--- src/core/idle_power_regs.svh ---
// Constants for the idle-mode power gating block: offsets, fields, resets, timing.
// Assumes inclusion by bare name from the design modules and the bench.
`ifndef IDLE_POWER_REGS_SVH
`define IDLE_POWER_REGS_SVH

// Register offsets
`define OFS_PERIPHERAL_DISABLE_6 4'h0
`define OFS_TIMER1_CONTROL 4'h1
`define OFS_POWER_CONFIG 4'h2
`define OFS_POWER_STATUS 4'h3

// Field positions
`define BIT_PWM_GEN1_OFF 8
`define BIT_PWM_GEN3_OFF 10
`define BIT_TIMER_STOP_IN_IDLE 13
`define BIT_CFG_WDT_EN 0
`define BIT_CFG_FAIL_SAFE_CLOCK_MONITOR_EN 1

// Reset values
`define RST_PERIPHERAL_DISABLE_6 3'h0
`define RST_TIMER1_CONTROL 16'h0000
`define RST_POWER_CONFIG 2'h0

// Wake latency: clocks from core clock return to first fetch
`define RESUME_CYCLES 3'h3

`endif

--- src/core/idle_power_pkg.sv ---
// Types shared by the idle-mode power gating design.
// Assumes the constants header sits beside it in core/.
package idle_power_pkg;

	// Power state of the core
	typedef enum logic [2:0] {
		ST_RUN = 3'b000,
		ST_ENTER = 3'b001,
		ST_IDLE = 3'b010,
		ST_RESUME = 3'b011
	} power_state_e;

	// Register bus request
	typedef struct packed {
		logic [3:0] addr;
		logic [15:0] wdata;
		logic wr;
		logic rd;
	} reg_req_s;

	// Clock and power controls driven to the rest of the chip
	typedef struct packed {
		logic core_clk_en;
		logic core_run;
		logic wdt_clear;
		logic low_power_rc_oscillator_on;
		logic [2:0] pwm_clk_en;
		logic timer1_clk_en;
		logic resume_at_isr;
	} power_ctrl_s;

endpackage : idle_power_pkg

--- src/core/idle_power_ctrl.sv ---
// Idle-mode power controller with peripheral disable and stop-in-idle control.
// Assumes the core pulses a power-save request and wake inputs are core_clk synchronous.
`timescale 1ns/1ps
`default_nettype none
`include "idle_power_regs.svh"
module idle_power_ctrl (
	// Clock and reset
	input wire logic core_clk,
	input wire logic rst,
	// Register port
	input wire idle_power_pkg::reg_req_s req,
	output logic [15:0] rdata,
	// Core handshake
	input wire logic power_save_instruction,
	input wire logic irq_enabled_pending,
	input wire logic wdt_timeout,
	// Chip controls
	output idle_power_pkg::power_ctrl_s ctrl
);

	typedef struct packed {
		idle_power_pkg::power_state_e state;
		logic [2:0] pwm_off;
		logic timer_stop_in_idle;
		logic [1:0] cfg;
		logic irq_held;
		logic wdt_wake;
		logic [15:0] rdata;
		idle_power_pkg::power_ctrl_s ctrl;
	} state_s;

	state_s st_q;
	state_s st_d;
	logic resume_start;
	logic resume_done;

	// Read mux for the register port
	function automatic logic [15:0] read_reg(input logic [3:0] a, input state_s s);
		logic [15:0] v;
		v = 16'h0000;
		case (a)
			`OFS_PERIPHERAL_DISABLE_6: v[`BIT_PWM_GEN3_OFF:`BIT_PWM_GEN1_OFF] = s.pwm_off;
			`OFS_TIMER1_CONTROL: v[`BIT_TIMER_STOP_IN_IDLE] = s.timer_stop_in_idle;
			`OFS_POWER_CONFIG: v[1:0] = s.cfg;
			`OFS_POWER_STATUS: v[2:0] = s.state;
			default: v = 16'h0000;
		endcase
		return v;
	endfunction : read_reg

	resume_timer u_resume (
		.core_clk(core_clk),
		.rst(rst),
		.start(resume_start),
		.done(resume_done)
	);

	// Next state, registers and control outputs
	always_comb begin
		logic in_idle;
		logic wake;
		in_idle = 1'b0;
		wake = 1'b0;
		st_d = st_q;
		resume_start = 1'b0;
		st_d.rdata = 16'h0000;
		st_d.ctrl.wdt_clear = 1'b0;
		// Register writes
		if (req.wr) begin
			case (req.addr)
				`OFS_PERIPHERAL_DISABLE_6:
					st_d.pwm_off = req.wdata[`BIT_PWM_GEN3_OFF:`BIT_PWM_GEN1_OFF];
				`OFS_TIMER1_CONTROL: st_d.timer_stop_in_idle = req.wdata[`BIT_TIMER_STOP_IN_IDLE];
				`OFS_POWER_CONFIG: st_d.cfg = req.wdata[1:0];
				default: st_d.cfg = st_q.cfg;
			endcase
		end
		if (req.rd) begin
			st_d.rdata = read_reg(req.addr, st_q);
		end
		wake = irq_enabled_pending | wdt_timeout;
		case (st_q.state)
			idle_power_pkg::ST_RUN: begin
				if (power_save_instruction) begin
					st_d.state = idle_power_pkg::ST_ENTER;
					st_d.ctrl.core_run = 1'b0;
					st_d.ctrl.core_clk_en = 1'b0;
					st_d.ctrl.wdt_clear = 1'b1;
					st_d.irq_held = 1'b0;
					st_d.wdt_wake = 1'b0;
				end
			end
			idle_power_pkg::ST_ENTER: begin
				// Hold off a coincident interrupt until entry is done
				st_d.irq_held = st_q.irq_held | irq_enabled_pending;
				st_d.wdt_wake = st_q.wdt_wake | wdt_timeout;
				st_d.state = idle_power_pkg::ST_IDLE;
			end
			idle_power_pkg::ST_IDLE: begin
				in_idle = 1'b1;
				if (wake | st_q.irq_held | st_q.wdt_wake) begin
					st_d.state = idle_power_pkg::ST_RESUME;
					st_d.ctrl.core_clk_en = 1'b1;
					st_d.ctrl.resume_at_isr = irq_enabled_pending | st_q.irq_held;
					resume_start = 1'b1;
				end
			end
			idle_power_pkg::ST_RESUME: begin
				if (resume_done) begin
					st_d.state = idle_power_pkg::ST_RUN;
					st_d.ctrl.core_run = 1'b1;
				end
			end
			default: st_d.state = idle_power_pkg::ST_RUN;
		endcase
		if (st_q.state == idle_power_pkg::ST_ENTER) begin
			in_idle = 1'b1;
		end
		// Peripheral clocks: system clock runs, each gated by its own controls
		st_d.ctrl.pwm_clk_en = ~st_d.pwm_off;
		st_d.ctrl.timer1_clk_en = ~((st_d.state != idle_power_pkg::ST_RUN)
			& (st_d.state != idle_power_pkg::ST_RESUME) & st_d.timer_stop_in_idle);
		st_d.ctrl.low_power_rc_oscillator_on = st_d.cfg[`BIT_CFG_WDT_EN] | st_d.cfg[`BIT_CFG_FAIL_SAFE_CLOCK_MONITOR_EN];
		if (in_idle & ~st_d.ctrl.low_power_rc_oscillator_on) begin
			st_d.ctrl.low_power_rc_oscillator_on = 1'b0;
		end
	end

	// State register; any reset also ends Idle
	always_ff @(posedge core_clk) begin
		if (rst) begin
			st_q.state <= idle_power_pkg::ST_RUN;
			st_q.pwm_off <= `RST_PERIPHERAL_DISABLE_6;
			st_q.timer_stop_in_idle <= 1'b0;
			st_q.cfg <= `RST_POWER_CONFIG;
			st_q.irq_held <= 1'b0;
			st_q.wdt_wake <= 1'b0;
			st_q.rdata <= 16'h0000;
			st_q.ctrl <= '{core_clk_en: 1'b1, core_run: 1'b1, wdt_clear: 1'b0, low_power_rc_oscillator_on: 1'b0,
				pwm_clk_en: 3'h7, timer1_clk_en: 1'b1, resume_at_isr: 1'b0};
		end else begin
			st_q <= st_d;
		end
	end

	assign rdata = st_q.rdata;
	assign ctrl = st_q.ctrl;
endmodule : idle_power_ctrl
`default_nettype wire

--- src/core/resume_timer.sv ---
// Counts the wake latency between core clock return and first instruction.
// Assumes a start pulse from the power state machine on the same clock.
`timescale 1ns/1ps
`default_nettype none
`include "idle_power_regs.svh"
module resume_timer (
	// Clock and reset
	input wire logic core_clk,
	input wire logic rst,
	// Control
	input wire logic start,
	output logic done
);

	typedef struct packed {
		logic [2:0] cnt;
		logic busy;
		logic done;
	} tmr_s;

	tmr_s st_q;
	tmr_s st_d;

	// Load on start, count down, pulse done at zero; load is two short since done and the run flop each add a cycle
	always_comb begin
		st_d = st_q;
		st_d.done = 1'b0;
		if (start) begin
			st_d.cnt = `RESUME_CYCLES - 3'h2;
			st_d.busy = 1'b1;
		end else if (st_q.busy) begin
			if (st_q.cnt == 3'h0) begin
				st_d.busy = 1'b0;
				st_d.done = 1'b1;
			end else begin
				st_d.cnt = st_q.cnt - 3'h1;
			end
		end
	end

	// State register
	always_ff @(posedge core_clk) begin
		if (rst) begin
			st_q <= '0;
		end else begin
			st_q <= st_d;
		end
	end

	assign done = st_q.done;

endmodule : resume_timer
`default_nettype wire

--- config.mk ---
export PLATFORM = sky130hd
export DESIGN_NAME = idle_power_ctrl
export DESIGN_NICKNAME = d
export VERILOG_FILES = /design/src/core/idle_power_pkg.sv /design/src/core/idle_power_ctrl.sv /design/src/core/resume_timer.sv
export VERILOG_INCLUDE_DIRS = /design/src /design/src/core
export SDC_FILE = /design/constraint.sdc
export NUM_CORES = 1
export LEC_CHECK = 0
export BUFFER_PORTS_ARGS = -buffer_cell sky130_fd_sc_hd__buf_2
export CAP_MARGIN = 30
export CORE_MARGIN = 2
export CORE_UTILIZATION = 41
export CTS_CLUSTER_DIAMETER = 100
export DETAILED_ROUTE_END_ITERATION = 8
export GPL_TIMING_DRIVEN = 0
export PLACE_DENSITY = 0.7
export REMOVE_ABC_BUFFERS = 1
export SLEW_MARGIN = 20
export SYNTH_ARGS = -nofsm -noshare
export SYNTH_HDL_FRONTEND = slang
export SYNTH_SLANG_ARGS = --single-unit
--- constraint.sdc ---
create_clock -name core_clk -period 1.3 [get_ports core_clk]
set_input_delay 0.065 -clock core_clk [delete_from_list [all_inputs] [get_ports core_clk]]
set_output_delay 0.065 -clock core_clk [all_outputs]
set_load 0.005 [all_outputs]
* Word-level counts from Yosys, hierarchy flattened
Cells that the tools add are included.
** Storage, ports and cells
- Input port bits :: 27
- Output and inout bits :: 25
- Bits in registers :: 41
** Operators by class
- Reductions and logical operators :: 22
- Eq/ne operators :: 11
- $add $sub $neg :: 1
- Multiplexer cells :: 24
- Bitwise gates (word level) :: 19
** Operators with widths (count)
- 3-bit 2-to-1 mux :: 6
- 3-bit case mux with 4 select lines :: 1
- 3-bit OR reduction :: 4
- 1-bit NOT :: 9
- 4-bit by 2-bit == test with 1-bit output, second input constant :: 2
- 1-bit 2-to-1 mux :: 8
- 2-bit 2-to-1 mux :: 4
- 2-bit case mux with 2 select lines :: 2
- 2-bit AND reduction :: 4
- 2-bit nonzero test :: 4
- 2-bit OR reduction :: 4
- 3-bit by 2-bit == test with 1-bit output, second input constant :: 2
- 3-bit logical NOT :: 2
- 6-bit 2-to-1 mux :: 1
- 2-bit != test, second input constant :: 3
- 1-bit bitwise OR :: 6
- 3-bit AND reduction :: 2
- 4-bit by 1-bit == test with 1-bit output, second input constant :: 1
- 4-bit logical NOT :: 1
- 1-bit case mux with 2 select lines :: 2
- 1-bit AND :: 3
- 3-bit by 1-bit == test with 1-bit output, second input constant :: 1
- 3-bit by 2-bit != test with 1-bit output, second input constant :: 1
- 3-bit NOT :: 1
- other kinds (3) :: 3

* Logic depth before layout (Yosys ltp)
Gate-level depths: netlist of the first run.
- Depth in word-level cells :: 9
- Gate-level depth with buffers :: 5
- Mapped depth without buffers :: 5

* By module
Synthesis of the first run repeated with hierarchy kept, for this count alone.
** Unflattened totals
- Cell total of the unflattened synthesis :: 161
- Area total of the unflattened synthesis :: 1496.4 um^2
** Modules (own cells, without submodules)
- idle_power_ctrl :: sequential area each 540.5 um^2, cells an instance 138, area an instance 1242.4 um^2, instances 1
- resume_timer :: sequential area each 100.1 um^2, cells an instance 23, area an instance 254.0 um^2, instances 1

* Least setup slack after synthesis of the first run
Ideal clock, no wire load.
- Kind :: register to register
- Start point :: reg st_q[34] in the netlist's numbering
- End point :: reg, netlist name ctrl[7]
- Path buffers :: 1
- Stages on the path, launching flop included :: 5
- Setup time :: 122 ps
- Arrival time :: 1315 ps
- Clock period less this slack :: 1437 ps
- Setup slack :: -137 ps
- Data required time :: 1178 ps
- Path through :: dfxtp_1 -> buf_6 -> or3b_4 -> or2_4 -> a221o_1
** On the way
- Longest elaborated chain between the ends :: 3
- Elaborated cells on any way between the ends :: 7
- Classes of those cells :: 3 x eq/ne; 1 x mux; 3 x reduce/logical
** Ends and longest elaborated chain
- start: declaration :: line idle_power_ctrl.sv:32 : state_s st_q;
- start signal: assignment :: line idle_power_ctrl.sv:142 : st_q <= st_d;
- 3-bit by 2-bit == test with 1-bit output / 3-bit logical NOT (equally long branches) :: line idle_power_ctrl.sv:82 : case (st_q.state)
- 2-bit by 1-bit != test with 1-bit output (no line) (tied with other cells)
- 3-bit AND reduction (no line)
Parallel ways exist; a longest one is shown, timed or not.
A chain may end at the register's enable or synchronous reset.

* Final worst setup path of the first run
- Start point :: reg st_q[35] in the netlist's numbering
- End point :: reg, netlist name ctrl[7]
** On the way
- Longest elaborated chain between the ends :: 3
- Elaborated cells on any way between the ends :: 7
- Classes of those cells :: 3 x eq/ne; 1 x mux; 3 x reduce/logical
** Ends and longest elaborated chain (line)
- 3-bit by 2-bit == test with 1-bit output / 3-bit logical NOT (equally long branches) :: idle_power_ctrl.sv:82
- 2-bit by 1-bit != test with 1-bit output (no line) (tied with other cells)
- 3-bit AND reduction (no line)
Parallel ways exist; a longest one is shown, timed or not.

==> impl_results.md, run 1 <==
* Cell Area, Placed at 0.00150 mm2
* Initial antenna violation count at 0
* RSZ-0062 raised after global routing: yes
* Synth area leader: dfxtp_1
* CP Capture Type: register
* CTS tree: built
* Worst-path clk slew at 0.09 ns
* Initial Util at 43.6%
* Syn-to-layout area delta at 18.4%
* Synth async-reset ratio at 0%
* DR vias/cell at 4.86
* Htree depth at 2
* Clk_skew at 0.00618 ns
* Height of the die at 64.1 um
* Vias in the first global route at 974
* Failing checks: setup timing
* Fin crit period at 1.40 ns
* Routed Antenna Nets at 0
* Top area cells in the synthesized netlist: dfxtp_1, buf_4, a21oi_1
* Drt first pass iters at 4
* Worst slew margin at 65.3%
* Fin. Hold Viols at 0
* Synthesized cell area at 0.00148 mm2
* Pwr Total at 0.00202 W
* Final setup viols at 3
* Most frequent cells in the layout: buf_2, dfxtp_1, a21oi_1, conb_1
* Core Region at 0.00339 mm2
* Max-cap violations at 0
* Placement Rows at 21
* Synthesis warning total at 0
* CTS buffer count at 5
* Fin. max-slew vios at 0
* P_leak at 0.695 nW
* Part of the power in registers at 49.8%
* Buffers added on ports at 32
* First-pass GRT wire length at 4280 um
* Root Buffer: clkbuf_4
* Comb pwr share at 8.2%
* Later-pin clock latency in the skew report at 0.33 ns
* Tcrit/Tclk final at 107%
* WL/cell at 11.8 um
* Power per cell area at 1150 mW/mm2
* Post-route setup slack at -0.0970 ns
* Register area share after synthesis at 43.3%
* F_max at 716 MHz
* Post-synth top flop: dfxtp_1
* Peak supply drop at 0.541 mV
* Synth top area share at 43.3%
* Critical path arrival at 1.62 ns
* Design area at 0.00175 mm2
* Clock sinks at 32
* Fin nets at 215
* CP Class: register to register
* Drt initial violations at 81
* Total number of vias at 1132
* All-Layer GR Usage at 13.7%
* # DRC at 0
* Diode count at 0
* Synth cell types at 42
* Type of origin of the critical path: register
* Mapped Cells at 162
* Dpl hpwl at 1840 um
* Die area at 0.00410 mm2
* Max clock buf depth at 2
* Sw frac at 21.9%
* Avg Synthesized Cell Area at 9.13 um2
* Drt total wl at 2750 um
* Clock power frac at 42.0%
* Filler instances at 323
* Commonest non-fill, non-tap cell in the layout: buf_2
* Status: finished with violations
* Worst hold path type: input pin to register
* Ports at 52
* Largest net degree at the start of global routing at 26
* Post-synthesis register bit count at 32
* Internal power at 0.00158 W
* EDFF count, synth at 0
* Die boundary width at 64.1 um
* Sw power at 0.000442 W
* Share of cells above drive strength 1 at 35.8%
* WP data required at 1.52 ns
* GP Congestion at 0.806
* Setup WS pre-CTS at -0.182 ns
* Total gr overflow at 0
* Max FO, Critical Path at 2
* Worst-Margin Slew at 0.521 ns
==> power groups by stage <==
stage	Sequential, W	Combinational, W	Clock [W]
floorplan	0.00103	0.0000605	0
global placement	0.00103	0.000127	0
detailed placement	0.00104	0.000127	0
CTS	0.00101	0.000155	0.000873
global route	0.00101	0.000182	0.000922
finish	0.00101	0.000165	0.000849
==> sequential cells by signal, summed over array words and instances (netlist names) <==
name           cells
ctrl               9
rdata              7
st_q              11
u_resume.done      1
u_resume.st_q      4
==> critical path, cell delays in order (launching register included) <==
cell	delay (ns)
dfxtp_4	0.35
or3b_4	0.39
or2_4	0.26
a221o_1	0.29
==> worst paths after layout <==
path / slack (ns) / cells after the start / startpoint / end
worst max register to register: -0.1 / 3 / st_q[35] / ctrl[7]
worst max-delay path: -0.1 / 3 / st_q[35] / ctrl[7]
worst min-delay path: 0.02 / 3 / req[12] / st_q[32]
worst min register to register: 0.45 / 2 / st_q[29] / rdata[13]
==> cells in the mapped netlist (all sizes together), types with 2 or more instances <==
cell type / instances
clkbuf: 3
nand4: 2
o21ai: 10
mux2i: 2
a311oi: 2
or4b: 2
nor3: 5
nor2: 9
or3b: 2
inv: 4
a21o: 6
nand2: 8
dfxtp: 32
nand2b: 2
nand3: 4
and2: 4
a2111oi: 2
or2: 3
nor4: 2
nor3b: 3
buf: 29
nor2b: 2
nor4b: 2
a21oi: 10
ha: 2
==> kinds of logic after synthesis <==
| kind of cell | Yosys count | share of synthesized area [%] |
|---|---|---|
| and+or+nand+nor | 54 | 22.1 |
| AOI/OAI and AO/OA | 35 | 14.9 |
| other | 1 | 0.254 |
| adders and majority gates | 2 | 1.69 |
| muxes | 2 | 1.35 |
| buffers and inverters | 36 | 16.4 |
| DFF | 32 | 43.3 |
==> per-stage QoR <==
step                      std cells  util (%)  hold slack (ns)  setup TNS (ns)
after floorplan                 139         -            0.134          -0.112
after global placement          217      44.3            0.335           -1.07
after detailed placement        217      44.3            0.338           -1.09
after CTS                       233      50.1          0.00489          -0.186
after global routing            233      51.7           0.0183          -0.408
final                           233      51.7           0.0236          -0.247
==> final cells by class <==
cell class                      count  area (um2)  share of cell area [%]
Tap cell                           46        57.6                    3.29
Sequential cell                    32         653                    37.3
Timing Repair Buffer               40         231                    13.2
Multi-Input combinational cell    103         699                    39.9
Clock inverter                      1        30.0                    1.71
Clock buffer                        7        65.1                    3.71
Inverter                            4        15.0                   0.857
==> repair_timing <==
item                                   4_1_cts  5_1_grt
pin swaps                                    2        4
buffers inserted                             5        0
hold buffers                                 3        0
endpoints found under the hold margin        3        0
gates resized for setup                     13       13
setup endpoints to repair                    7        8
==> per-layer routing <==
metal	share of wire [%]	global-route usage, %	vias up	routed length, um
met5	0	0	-	0
met4	2.1	6.52	0	59
met3	7.9	5.63	7	217
met2	43	22.1	42	1200
met1	47	15.7	501	1280
li1	-	-	582	-
Note: power is estimated with default switching activity, not from simulation.
==> run 2, diff against run 1 <==
PLACE_DENSITY = 0.68   (was 0.7)
SLEW_MARGIN = not set   (was 20)
clock period = 1.7 ns   (was 1.3 ns; I/O delays follow)
==> run 2 against run 1 <==
Compared with the run above:
- the flow now finishes without violations
- hold slack worse by 0.010 ns
- total power is 29% lower
- sequential power is 23% lower
- maximum frequency is 7.4% lower
- combinational power is 40% lower
- die area stayed put
- final area is 9.9% lower
- critical path type unchanged
==> impl_results.md, run 2 (synthesis results as in run 1) <==
* Internal power at 0.00111 W
* Drt initial violations at 68
* Crit-path max cell delay at 0.44 ns
* P_leak at 0.635 nW
* All-Layer GR Usage at 13.7%
* Worst hold path type: input pin to register
* Fin crit period at 1.51 ns
* Clock power frac at 39.0%
* Post-Route M1 WL at 1120 um
* Worst-path clk slew at 0.10 ns
* Sequence of cells on the critical path: or3b_4, or2_4, a221o_1
* Clock sinks at 32
* Max FO, Critical Path at 10
* RSZ-0062 raised after global routing: no
* Final setup viols at 0
* Max-cap violations at 0
* Peak supply drop at 0.445 mV
* Sw frac at 22.3%
* Drt first pass iters at 4
* Status: completed
* Tcrit/Tclk final at 88.7%
* CTS buffer count at 5
* Met2 wire len at 1250 um
* Max reg flops at 11
* Height of the die at 64.1 um
* Core Region at 0.00339 mm2
* CP delay by family, top: simple AND/OR/NAND/NOR gates
* Later-pin clock latency in the skew report at 0.33 ns
* Regs by FF count: st_q (11), ctrl (9), rdata (7)
* Power per cell area at 907 mW/mm2
* WL/cell at 11.7 um
* Fin nets at 207
* Htree depth at 2
* Ports at 52
* Critical path arrival at 1.73 ns
* F_max at 663 MHz
* Util after Layout at 46.6%
* Met3 wire length at 228 um
* Die area at 0.00410 mm2
* Dpl hpwl at 1980 um
* Clk_skew at 0.00452 ns
* Buffers added on ports at 32
* First-pass GRT wire length at 4340 um
* Comb pwr share at 6.9%
* Initial antenna violation count at 0
* Share of cells above drive strength 1 at 24.0%
* Placement Rows at 21
* PostCTS Resize Cnt at 0
* Total negative slack at 0 ns
* Multi-input gate area at 629 um2
* WP data required at 1.92 ns
* Total number of vias at 1121
* Biggest register: st_q
* DR vias/cell at 4.98
* CP Class: register to register
* # DRC at 0
* Max clock buf depth at 2
* Top sig layer: met4
* Part of the power in registers at 54.1%
* Routed Antenna Nets at 0
* GP Congestion at 0.886
* Cts-stage hold buffer count at 0
* Post-CTS setup buffer count at 0
* Total gr overflow at 0
* Drt total wl at 2640 um
* Vias in the first global route at 999
* Sequential cell area at 641 um2
* CTS tree: built
* Initial Util at 43.6%
* Die boundary width at 64.1 um
* Fin. max-slew vios at 0
* Fin. Hold Viols at 0
* Diode count at 0
* Crit-path slowest cell: or3b_4
* Most frequent cells in the layout: dfxtp_1, buf_2, a21oi_1, conb_1, nor2_1
* Syn-to-layout area delta at 6.77%
* Root Buffer: clkbuf_4
* Type of origin of the critical path: register
* Sw power at 0.000320 W
* Critical path buffers and inverters at 0
* Hold Slack at 0.0132 ns
* Largest net degree at the start of global routing at 26
* Filler instances at 327
* CP Capture Type: register
[run 2: cell count changes in the layout (fill, tap and decap cells not counted), moves of 2 or more]
| cell | before | now |
|---|---|---|
| nor2_1 | 7 | 9 |
| clkbuf_8 | 2 | 0 |
| dfxtp_4 | 2 | 0 |
| dfxtp_1 | 26 | 32 |
| dfxtp_2 | 4 | 0 |
| inv_2 | 2 | 0 |
| inv_1 | 2 | 4 |
| buf_4 | 4 | 0 |
| dlygate4sd3_1 | 3 | 0 |
[run 2: final timing paths]
path	start	endpoint	slack, ns	cells after the start
min	req[19]	rdata[13]	0.01	2
max reg2reg	st_q[34]	ctrl[7]	0.19	3
min reg2reg	st_q[29]	rdata[13]	0.45	2
max	st_q[34]	ctrl[7]	0.19	3
[run 2: area by class of cell]
class / instances / area share (%)
Tap cell: 46 / 3.65
Clock buffer: 6 / 2.61
Timing Repair Buffer: 32 / 10.1
Multi-Input combinational cell: 103 / 39.9
Sequential cell: 32 / 40.6
Clock inverter: 2 / 2.22
Inverter: 4 / 0.951
[run 2: through the flow]
step           std cells  cell area (um2)  total power (W)  setup WS, ns
4_1_cts              225             1580          0.00144         0.197
5_1_grt              225             1580          0.00150        0.0760
3_5_place_dp         217             1500         0.000889         0.223
2_1_floorplan        139             1280         0.000836         0.305
3_3_place_gp         217             1500         0.000886         0.236
6_report             225             1580          0.00143         0.192
[run 2: power groups by stage]
| stage | Combinational, W | Clock [W] | Sequential, W |
|---|---|---|---|
| 2_1_floorplan | 0.0000463 | 0 | 0.000790 |
| 3_3_place_gp | 0.0000949 | 0 | 0.000791 |
| 3_5_place_dp | 0.0000971 | 0 | 0.000792 |
| 4_1_cts | 0.0000978 | 0.000572 | 0.000775 |
| 5_1_grt | 0.000110 | 0.000614 | 0.000777 |
| 6_report | 0.0000983 | 0.000559 | 0.000775 |
[run 2: per-layer routing]
layer / track usage, % / up-vias
li1: - / 563
met3: 4.75 / 6
met4: 6.52 / 0
met5: 0 / -
met1: 15.1 / 505
met2: 23.3 / 47
